==> config.mk <==
export PLATFORM = sky130hd
export DESIGN_NAME = tsf_status
export DESIGN_NICKNAME = d
export VERILOG_FILES = /design/src/rtl/tsf_status.v /design/src/rtl/tsf_flag_cell.v /design/src/rtl/tsf_bus_watch.v
export VERILOG_INCLUDE_DIRS = /design/src /design/src/rtl
export SDC_FILE = /design/constraint.sdc
export NUM_CORES = 1
export LEC_CHECK = 0
export BUFFER_PORTS_ARGS = -buffer_cell sky130_fd_sc_hd__buf_2
export CORE_UTILIZATION = 44
export CTS_CLUSTER_DIAMETER = 200
export DETAILED_ROUTE_END_ITERATION = 16
export GPL_TIMING_DRIVEN = 0
export PLACE_DENSITY_LB_ADDON = 0.2
export REMOVE_ABC_BUFFERS = 1
export SLEW_MARGIN = 25
export SYNTH_ARGS = -nofsm -noshare
export SYNTH_HDL_FRONTEND = slang
export SYNTH_SLANG_ARGS = --single-unit
==> constraint.sdc <==
create_clock -name aclk -period 1.22 [get_ports aclk]
set_input_delay 0.122 -clock aclk [delete_from_list [all_inputs] [get_ports aclk]]
set_output_delay 0.122 -clock aclk [all_outputs]
set_load 0.01 [all_outputs]
==> src/rtl/tsf_defs.vh <==
// Constants for the two-wire status flag block
`ifndef TSF_DEFS_VH
`define TSF_DEFS_VH

// Register byte addresses
`define TSF_ADDR_STATUS 4'h0
`define TSF_ADDR_CTRL 4'h4
`define TSF_ADDR_TXDATA 4'h8
`define TSF_ADDR_RXDATA 4'hC

// Status bit positions
`define TSF_BIT_TDE 7
`define TSF_BIT_TX_DONE_FLAG 6
`define TSF_BIT_RBF 5
`define TSF_BIT_NACK 4
`define TSF_BIT_STOP 3
`define TSF_BIT_LOSS 2

// Control bit positions
`define TSF_CTL_FMT 0
`define TSF_CTL_MASTER 1
`define TSF_CTL_ROLE 2
`define TSF_CTL_ACK_CHECK_ENABLE 3
`define TSF_CTL_MISSING_ACK_IRQ_ENABLE 4

`define TSF_FLAGS_RST 6'h00
`define TSF_CTRL_RST 5'h00
`define TSF_BYTE_RST 8'h00
`define TSF_RESP_OK 2'h0
`define TSF_RESP_ERR 2'h2
`define TSF_SCL_NINTH 4'h9
`define TSF_SCL_ZERO 4'h0

`endif

==> src/rtl/tsf_status.v <==
// Status flag block with AXI4-Lite register access
//
// Design decisions made here: register access over AXI4-Lite and the placing of the registers.
`timescale 1ns/1ps
`default_nettype none
`include "tsf_defs.vh"

// Overview of operation
// - Holding-to-shift move sets tx empty
// - Start or repeated start sets tx empty
// - Slave receive-to-transmit switch sets tx empty
// - Tx data write clears empty and done
// - Ninth SCL rise with empty sets done
// - Synchronous last bit out sets done
// - Byte into rx register sets full
// - Rx data read clears full
// - Clear by zero write after read-one
// - Missing ack sets flag when checking
// - Stop after frame sets stop flag
// - Master transmit SDA mismatch sets loss
// - Start seen with own SDA high
// - Synchronous overrun shares bit two
// - Flags reset to zero
// - Ack checking halts continuous transfer
// - Missing ack or loss raises interrupt
module tsf_status (
	// Clock and reset
	input wire aclk,
	input wire aresetn,
	// AXI4-Lite write address
	input wire [3:0] s_axi_awaddr,
	input wire s_axi_awvalid,
	output reg s_axi_awready,
	// AXI4-Lite write data
	input wire [31:0] s_axi_wdata,
	input wire [3:0] s_axi_wstrb,
	input wire s_axi_wvalid,
	output reg s_axi_wready,
	// AXI4-Lite write response
	output reg [1:0] s_axi_bresp,
	output reg s_axi_bvalid,
	input wire s_axi_bready,
	// AXI4-Lite read address
	input wire [3:0] s_axi_araddr,
	input wire s_axi_arvalid,
	output reg s_axi_arready,
	// AXI4-Lite read data
	output reg [31:0] s_axi_rdata,
	output reg [1:0] s_axi_rresp,
	output reg s_axi_rvalid,
	input wire s_axi_rready,
	// Shift engine events
	input wire hold_to_shift,
	input wire shift_to_rx,
	input wire [7:0] rx_byte,
	input wire sync_last_tx,
	input wire sync_last_rx,
	input wire slave_rx_to_tx,
	input wire start_issued,
	input wire ack_bit,
	input wire ack_sampled,
	// Bus lines
	input wire scl_i,
	input wire sda_i,
	input wire sda_drive,
	// Outputs to the shift engine
	output reg [7:0] tx_holding_register,
	output reg tx_load,
	output reg transfer_halt,
	// Interrupt
	output reg missing_ack_irq
);

	reg aw_held_q;
	reg w_held_q;
	reg [3:0] aw_addr_q;
	reg [31:0] w_data_q;
	reg [3:0] w_strb_q;
	reg [4:0] ctrl_q;
	reg [7:0] rx_data_register;
	reg in_frame_q;
	reg role_q;

	wire [5:0] flag_q;
	wire [7:0] serial_bus_status;
	wire scl_rise;
	wire bus_start;
	wire bus_stop;
	wire sda_mismatch;
	wire ninth_rise;
	wire do_write;
	wire do_read;
	wire wr_status;
	wire wr_tx;
	wire rd_status;
	wire rd_rx;
	wire sync_fmt;
	wire master;
	wire ack_check_enable;
	reg [5:0] set_v;
	reg [5:0] hw_clr_v;

	// Register address match
	function hit;
		input [3:0] a;
		input [3:0] b;
		begin
			hit = (a[3:2] == b[3:2]);
		end
	endfunction

	function known;
		input [3:0] a;
		begin
			known = hit(a, `TSF_ADDR_STATUS) || hit(a, `TSF_ADDR_CTRL) ||
				hit(a, `TSF_ADDR_TXDATA) || hit(a, `TSF_ADDR_RXDATA);
		end
	endfunction

	assign sync_fmt = ctrl_q[`TSF_CTL_FMT];
	assign master = ctrl_q[`TSF_CTL_MASTER];
	assign ack_check_enable = ctrl_q[`TSF_CTL_ACK_CHECK_ENABLE];
	assign serial_bus_status = {flag_q, 2'b00};

	tsf_bus_watch u_watch (
		.aclk(aclk),
		.aresetn(aresetn),
		.scl_i(scl_i),
		.sda_i(sda_i),
		.sda_drive_i(sda_drive),
		.scl_rise_o(scl_rise),
		.start_o(bus_start),
		.stop_o(bus_stop),
		.mismatch_o(sda_mismatch),
		.ninth_o(ninth_rise)
	);

	// Write path: address and data captured independently, either order
	assign do_write = aw_held_q && w_held_q && !s_axi_bvalid;
	assign wr_status = do_write && hit(aw_addr_q, `TSF_ADDR_STATUS) && w_strb_q[0];
	assign wr_tx = do_write && hit(aw_addr_q, `TSF_ADDR_TXDATA) && w_strb_q[0];
	assign do_read = s_axi_arvalid && s_axi_arready;
	assign rd_status = do_read && hit(s_axi_araddr, `TSF_ADDR_STATUS);
	assign rd_rx = do_read && hit(s_axi_araddr, `TSF_ADDR_RXDATA);

	always @(posedge aclk) begin
		if (!aresetn) begin
			aw_held_q <= 1'b0;
			w_held_q <= 1'b0;
			aw_addr_q <= `TSF_ADDR_STATUS;
			w_data_q <= 32'h0000_0000;
			w_strb_q <= 4'h0;
			s_axi_awready <= 1'b0;
			s_axi_wready <= 1'b0;
			s_axi_bvalid <= 1'b0;
			s_axi_bresp <= `TSF_RESP_OK;
			s_axi_arready <= 1'b0;
			s_axi_rvalid <= 1'b0;
			s_axi_rresp <= `TSF_RESP_OK;
			s_axi_rdata <= 32'h0000_0000;
		end else begin
			s_axi_awready <= !aw_held_q && !s_axi_awready && s_axi_awvalid;
			s_axi_wready <= !w_held_q && !s_axi_wready && s_axi_wvalid;
			if (s_axi_awvalid && s_axi_awready) begin
				aw_held_q <= 1'b1;
				aw_addr_q <= s_axi_awaddr;
			end
			if (s_axi_wvalid && s_axi_wready) begin
				w_held_q <= 1'b1;
				w_data_q <= s_axi_wdata;
				w_strb_q <= s_axi_wstrb;
			end
			if (do_write) begin
				aw_held_q <= 1'b0;
				w_held_q <= 1'b0;
				s_axi_bvalid <= 1'b1;
				s_axi_bresp <= known(aw_addr_q) ? `TSF_RESP_OK : `TSF_RESP_ERR;
			end else if (s_axi_bvalid && s_axi_bready) begin
				s_axi_bvalid <= 1'b0;
			end
			s_axi_arready <= !s_axi_arready && !s_axi_rvalid && s_axi_arvalid;
			if (do_read) begin
				s_axi_rvalid <= 1'b1;
				s_axi_rresp <= known(s_axi_araddr) ? `TSF_RESP_OK : `TSF_RESP_ERR;
				if (hit(s_axi_araddr, `TSF_ADDR_STATUS)) begin
					s_axi_rdata <= {24'h000000, serial_bus_status};
				end else if (hit(s_axi_araddr, `TSF_ADDR_CTRL)) begin
					s_axi_rdata <= {27'h0000000, ctrl_q};
				end else if (hit(s_axi_araddr, `TSF_ADDR_TXDATA)) begin
					s_axi_rdata <= {24'h000000, tx_holding_register};
				end else if (hit(s_axi_araddr, `TSF_ADDR_RXDATA)) begin
					s_axi_rdata <= {24'h000000, rx_data_register};
				end else begin
					s_axi_rdata <= 32'h0000_0000;
				end
			end else if (s_axi_rvalid && s_axi_rready) begin
				s_axi_rvalid <= 1'b0;
			end
		end
	end

	// Control, data registers and bus framing
	always @(posedge aclk) begin
		if (!aresetn) begin
			ctrl_q <= `TSF_CTRL_RST;
			tx_holding_register <= `TSF_BYTE_RST;
			rx_data_register <= `TSF_BYTE_RST;
			tx_load <= 1'b0;
			in_frame_q <= 1'b0;
			role_q <= 1'b0;
			transfer_halt <= 1'b0;
			missing_ack_irq <= 1'b0;
		end else begin
			if (do_write && hit(aw_addr_q, `TSF_ADDR_CTRL) && w_strb_q[0]) begin
				ctrl_q <= w_data_q[4:0];
			end
			tx_load <= wr_tx;
			if (wr_tx) begin
				tx_holding_register <= w_data_q[7:0];
			end
			if (shift_to_rx) begin
				rx_data_register <= rx_byte;
			end
			role_q <= ctrl_q[`TSF_CTL_ROLE];
			// Stop counts only after a frame; a bare stop on an idle bus is ignored
			if (bus_stop) begin
				in_frame_q <= 1'b0;
			end else if (scl_rise) begin
				in_frame_q <= 1'b1;
			end
			// Halt holds until software clears the missing ack flag
			if (ack_sampled && ack_check_enable && ack_bit) begin
				transfer_halt <= 1'b1;
			end else if (!flag_q[`TSF_BIT_NACK - 2]) begin
				transfer_halt <= 1'b0;
			end
			missing_ack_irq <= ctrl_q[`TSF_CTL_MISSING_ACK_IRQ_ENABLE] &&
				(flag_q[`TSF_BIT_NACK - 2] || flag_q[`TSF_BIT_LOSS - 2]);
		end
	end

	// Set and hardware clear per flag, indexed from bit 2
	always @* begin
		set_v = 6'h00;
		hw_clr_v = 6'h00;
		set_v[`TSF_BIT_TDE - 2] = hold_to_shift ||
			(ctrl_q[`TSF_CTL_ROLE] && !role_q) ||
			start_issued ||
			slave_rx_to_tx;
		set_v[`TSF_BIT_TX_DONE_FLAG - 2] = (!sync_fmt && ninth_rise && flag_q[`TSF_BIT_TDE - 2]) ||
			(sync_fmt && sync_last_tx);
		set_v[`TSF_BIT_RBF - 2] = shift_to_rx;
		set_v[`TSF_BIT_NACK - 2] = ack_check_enable && ack_sampled && ack_bit;
		set_v[`TSF_BIT_STOP - 2] = !sync_fmt && bus_stop && in_frame_q;
		set_v[`TSF_BIT_LOSS - 2] = (!sync_fmt && master && role_q && sda_mismatch) ||
			(!sync_fmt && master && bus_start && sda_drive && !start_issued) ||
			(sync_fmt && sync_last_rx && flag_q[`TSF_BIT_RBF - 2]);
		hw_clr_v[`TSF_BIT_TDE - 2] = wr_tx;
		hw_clr_v[`TSF_BIT_TX_DONE_FLAG - 2] = wr_tx;
		hw_clr_v[`TSF_BIT_RBF - 2] = rd_rx;
	end

	genvar gi;
	generate
		for (gi = 0; gi < 6; gi = gi + 1) begin : g_flag
			tsf_flag_cell u_cell (
				.aclk(aclk),
				.aresetn(aresetn),
				.set_i(set_v[gi]),
				.hw_clr_i(hw_clr_v[gi]),
				.rd_i(rd_status),
				.wr_zero_i(wr_status && !w_data_q[gi + 2]),
				.flag_q(flag_q[gi])
			);
		end
	endgenerate

endmodule
`default_nettype wire

==> src/rtl/tsf_flag_cell.v <==
// One sticky status flag with read-then-write-zero clearing
`timescale 1ns/1ps
`default_nettype none

module tsf_flag_cell (
	// Clock and reset
	input wire aclk,
	input wire aresetn,
	// Events
	input wire set_i,
	input wire hw_clr_i,
	input wire rd_i,
	input wire wr_zero_i,
	// State
	output reg flag_q
);

	reg armed_q;

	always @(posedge aclk) begin
		if (!aresetn) begin
			flag_q <= 1'b0;
			armed_q <= 1'b0;
		end else begin
			if (set_i) begin
				flag_q <= 1'b1;
			end else if (hw_clr_i || (wr_zero_i && armed_q)) begin
				flag_q <= 1'b0;
			end
			// Arming only after a read of one keeps stale writes from clearing fresh events
			if (rd_i && flag_q) begin
				armed_q <= 1'b1;
			end else if (!flag_q || wr_zero_i) begin
				armed_q <= 1'b0;
			end
		end
	end

endmodule
`default_nettype wire

==> src/rtl/tsf_bus_watch.v <==
// Bus event detector: SCL rising edges, start and stop, arbitration compare
`timescale 1ns/1ps
`default_nettype none
`include "tsf_defs.vh"

module tsf_bus_watch (
	// Clock and reset
	input wire aclk,
	input wire aresetn,
	// Bus lines
	input wire scl_i,
	input wire sda_i,
	input wire sda_drive_i,
	// Events
	output wire scl_rise_o,
	output wire start_o,
	output wire stop_o,
	output wire mismatch_o,
	output wire ninth_o
);

	reg scl_q;
	reg sda_q;
	reg [3:0] cnt_q;

	assign scl_rise_o = scl_i && !scl_q;
	assign start_o = scl_i && scl_q && sda_q && !sda_i;
	assign stop_o = scl_i && scl_q && !sda_q && sda_i;
	assign mismatch_o = scl_rise_o && (sda_drive_i != sda_i);
	assign ninth_o = scl_rise_o && (cnt_q == `TSF_SCL_NINTH - 4'h1);

	always @(posedge aclk) begin
		if (!aresetn) begin
			scl_q <= 1'b1;
			sda_q <= 1'b1;
			cnt_q <= `TSF_SCL_ZERO;
		end else begin
			scl_q <= scl_i;
			sda_q <= sda_i;
			if (start_o || stop_o || ninth_o) begin
				cnt_q <= `TSF_SCL_ZERO;
			end else if (scl_rise_o) begin
				cnt_q <= cnt_q + 4'h1;
			end
		end
	end

endmodule
`default_nettype wire

* Word-level counts from Yosys, hierarchy flattened *
Index checks and enable logic that the tools add are counted.
W data, S select, Z words.

storage, ports and cells
  bits in registers = 100
  bits of input ports = 70
  output and inout bits = 52
  logic and storage cells = 215

operators by class
  add/sub/neg operators = 1
  equality and inequality tests = 9
  muxes and demuxes = 36
  reduce and logical (&&, ||, !) cells = 132
  bitwise gates (word level) = 1

operators by type and width
  kind                   number
  $logic_and A1 B1 Y1    64
  $mux W8                4
  $mux W1                30
  $reduce_bool A2 Y1     14
  $logic_not A1 Y1       25
  $logic_or A1 B1 Y1     24
  $eq A2 B2 Y1 const B   4
  $reduce_or A2 Y1       3
  $add A4 B1 Y4 const B  1
  $eq A2 B1 Y1 const B   2
  $eq A4 B4 Y1 const B   1
  $logic_not A2 Y1       2
  $mux W2                2
  $ne A2 B1 Y1 const B   1
  $ne A1 B1 Y1           1
  $not A1 Y1             1

* Depth between registers and ports, before layout *
  depth after elaboration = 9
  gate-level depth with buffers = 5
  gate-level depth less buffers = 5

* Cells and area by module *
Synthesis repeated with hierarchy kept, for this count alone.

unflattened totals
  cells, all modules = 363
  area, all modules = 3246.9 um^2

by module, submodules not included
  module         times used  sequential area each (um^2)  area each (um^2)  cells each
  tsf_status     1           1081.0                       2453.6            274
  tsf_flag_cell  6           40.0                         80.1              9
  tsf_bus_watch  1           120.1                        312.8             35

* Worst setup path after synthesis *
No wires, ideal clock.

  path kind = register -> register
  start point = register s_axi_bvalid
  end point = register g_flag[4].u_cell.flag_q
  stages on the path, launching flop included = 6
  path buffers = 1
  setup time = 0.117 ns
  clock period less this slack = 1.347 ns
  setup slack = -0.127 ns
  data required time = 1.103 ns
  arrival = 1.230 ns
  path through = dfxtp_1 -> and4bb_2 -> and3_4 -> buf_6 -> nor2_1 -> a22o_1

on the way
  word-level cells in the longest chain between the ends = 8
  elaborated cells between the ends (all ways) = 10
  classes of those cells = reduce/logical: 10

ends and longest elaborated chain
  item                                     RTL line            text
  from (decl)                              tsf_status.v:41     output reg s_axi_bvalid,
  from (signal assigned)                   tsf_status.v:155    s_axi_bvalid <= 1'b0;
  from (signal assigned)                   tsf_status.v:176    s_axi_bvalid <= 1'b1;
  from (signal assigned)                   tsf_status.v:179    s_axi_bvalid <= 1'b0;
  $logic_not A1 Y1 (*)                     tsf_status.v:139    assign do_write = aw_held_q && w_held_q && !s_axi_bvalid;
  $logic_and A1 B1 Y1 (*)                  tsf_status.v:139
  $logic_and A1 B1 Y1 (2 in a row)         tsf_status.v:140    assign wr_status = do_write && hit(aw_addr_q, `TSF_ADDR_STATUS) && w_strb_q[0];
  $logic_and A1 B1 Y1                      tsf_status.v:272    .wr_zero_i(wr_status && !w_data_q[gi + 2]),
  $logic_and A1 B1 Y1                      tsf_flag_cell.v:27  end else if (hw_clr_i || (wr_zero_i && armed_q)) begin
  $logic_or A1 B1 Y1 (*)                   tsf_flag_cell.v:27
  $reduce_bool A2 Y1 (no source line) (*)  n/a
  to (signal assigned)                     tsf_flag_cell.v:22  flag_q <= 1'b0;
  to (signal assigned)                     tsf_flag_cell.v:26  flag_q <= 1'b1;
  to (signal assigned)                     tsf_flag_cell.v:28  flag_q <= 1'b0;
  to (decl)                                tsf_flag_cell.v:15  output reg flag_q

Every way passes the cells marked *; elsewhere a longest branch is shown, timed or not.
A chain may end at the register's enable or synchronous reset.

* Worst setup path in the final report *
Ends and elaborated chain as after synthesis.

==> impl_results.md <==
* Run status: finished with violations
* Failing checks: negative setup slack
* Final Cycle Share at 114%
* Antenna violations before repair at 0
* Worst-path fanout max at 6
* H-Tree Depth at 3
* Worst EP required at 1.45 ns
* Remaining DRCs at 0
* Synth top area share at 45.8%
* Post-synthesis mux area share at 7.72%
* Power per cell area at 1260 nW/um2
* GPL Wtd Cong at 0.763
* Main combinational cell family by area after synthesis: simple AND/OR/NAND/NOR gates
* Fin util at 56.5%
* Die X at 86.5 um
* Initial Utilization at 46.0%
* Peak VDD IR at 650 uV
* Least-Margin Pin Slew at 0.614 ns
* Post-synth EDFFs at 0
* Post-synthesis sequential area ratio at 45.8%
* Critical-path top delay cell: and4bb_4
* Max frequency at 0.717 GHz
* Average size of a mapped cell at 9.22 um2
* Commonest non-fill, non-tap cell in the layout: dfxtp_1
* Routed vias at 2539
* Area contributors post-synth: dfxtp_1 46%, mux2i_1 7.0%, buf_4 6.2%
* Complex-gate fraction of the synthesized area at 15.7%
* Post-layout nets at 488
* Largest net degree at the start of global routing at 70
* Avg WL per Cell at 13.4 um
* First-pass GRT wire length at 10800 um
* TritonRoute pass-1 iters at 4
* Simple-Gate Fraction of Synth Area at 19.5%
* CTS Buf Count at 9
* Std-Cell Core Area at 6830 um2
* Initial drt markers at 164
* Row count at 30
* Critical path type: reg -> reg
* YS warnings at 0
* Post-synthesis xor/xnor area fraction at 1.39%
* Grt ovf at 0
* Number of max-cap violations at 0
* Number of port buffers at 64
* Die ar. at 7490 um2
* Count of final setup violators at 17
* CP arrival at 1.62 ns
* Max stage delay on crit path at 0.41 ns
* Final Max Slew Viols at 0
* Leakage at 1.63 nW
* Clk pin slew, worst setup/hold paths at 0.07 ns
* Post-Synthesis Cells at 341
* Detailed Place HPWL at 4490 um
* #FFs+latches synth at 72
* Largest area contributor in the netlist: dfxtp_1
* Clock Skews at 0.00681 ns
* Slew margin rel. at 59.1%
* RSZ-0062 raised after global routing: yes
* Post-route ant nets at 0
* CTS Buffer Depth at 2
* Setup ws final at -0.175 ns
* Ys flop type: dfxtp_1
* Vias in the first global route at 2227
* Share of cells above drive strength 1 at 28.3%
* Root buf cell: clkbuf_8
* Place WS at -0.302 ns
* ANT cells at 0
* Die height at 86.5 um
* Endpoints failing hold at 0
* Synth cell types at 44
* CTS tree: built
* Synthesized-area fraction occupied by adder cells at 0.796%
* Setup crit start kind: flop
* Most frequent cells in the layout: 66 x dfxtp_1, 63 x buf_2, 43 x nand2_1, 26 x conb_1, 22 x mux2i_1
* Total GRT Usage at 18.9%
* Async S/R FF share, synth at 0%
* Post-Syn Area at 3140 um2
* Area growth syn-to-layout at 22.8%
* I/O pin count at 122
* Worst hold path class: in -> reg
* Vias per inst at 4.91
* Worst-path cell chain: and4bb_4, and3_4, nor2_1, a22o_1
* CP endpoint kind: flop
* Crit path time final at 1.39 ns
* Hold buffers post-CTS at 0
* Routed wire length at 6920 um
* CTS sink count at 72
* Clk_lat worst skew at 0.33 ns
## Yosys cell counts, drive strengths merged, types with 3 or more instances
master,number
a21boi,21
a21oi,13
a311oi,3
and2,4
and3,3
buf,32
clkbuf,9
dfxtp,72
inv,4
mux2i,22
nand2,45
nand2b,7
nand3,4
nand4,3
nand4b,4
nor2,15
nor2b,23
o21ai,21
o221ai,3
xor2,3
## registers in the layout (all words and copies together), names as in the netlist, 2 cells and up
signal / cells
aw_addr_q: 2
ctrl_q: 5
g_flag.u_cell.armed_q: 6
g_flag.u_cell.flag_q: 6
rx_data_register: 8
s_axi_rdata: 8
tx_holding_register: 8
u_watch.cnt_q: 4
w_data_q: 8
## power breakdown
| part | leakage [nW] | internal (W) | switching, W |
|---|---|---|---|
| Sequential | 0.589 | 0.00241 | 0.0000543 |
| Clock | 0.113 | 0.00117 | 0.000855 |
| Combinational | 0.927 | 0.000170 | 0.000210 |
| Total | 1.63 | 0.00375 | 0.00112 |
## layer usage
layer / wire, um / vias to the layer above / global-route usage (%)
li1: - / 1281 / -
met1: 3420 / 1168 / 26.7
met2: 3060 / 82 / 28.9
met3: 339 / 8 / 3.33
met4: 91 / 0 / 7.27
met5: 0 / - / 0
## kinds of logic after synthesis
logic type	count (synthesis)
and+or+nand+nor	118
AOI/OAI and AO/OA	74
DFF	72
buffers and inverters	45
muxes	24
xor gates and xnor gates	5
adders and majority gates	2
other	1
## worst paths after layout
| path | start | cells after the start | slack, ns | to |
|---|---|---|---|---|
| min | s_axi_wvalid | 3 | 0.03 | s_axi_wready$_SDFF_PN0_ |
| max reg2reg | s_axi_bvalid$_SDFFE_PN0P_ | 4 | -0.17 | g_flag[4].u_cell.flag_q$_SDFFE_PN0P_ |
| max | s_axi_bvalid$_SDFFE_PN0P_ | 4 | -0.17 | g_flag[4].u_cell.flag_q$_SDFFE_PN0P_ |
| min reg2reg | s_axi_rvalid$_SDFFE_PN0P_ | 1 | 0.44 | s_axi_arready$_SDFF_PN0_ |
## timing repair
item | in CTS | in global routing
buffers inserted | 7 | 8
gates resized for setup | 17 | 24
cloned | 1 | 0
setup endpoints to repair | 33 | 32
pin swaps | 6 | 9
## area by class of cell
type                    count  area (um2)
well taps                  96         120
clock inverters             2        35.0
clock buffers              14         183
inverters                   4        15.0
fillers                   663        2970
flip-flops and latches     72        1450
multi-input cells         250        1610
repair buffers             79         447
## critical path, delay by kind of cell, from the launching register on
kind / cells / cell delay (ns)
and+or+nand+nor: 3 / 0.77
DFF: 1 / 0.33
AOI/OAI and AO/OA: 1 / 0.19
## through the flow
step                cell area, um2  std cells  power [W]  TNS (ns)  hold WS [ns]
floorplan                     2970        325    0.00270     -1.18         0.195
CTS                           3750        509    0.00490     -1.83        0.0212
finish                        3860        517    0.00487     -1.96        0.0258
global route                  3860        517    0.00508     -2.60        0.0321
detailed placement            3410        485    0.00287     -6.89         0.369
global placement              3410        485    0.00287     -6.46         0.363
(Power assumes the default switching activity.)
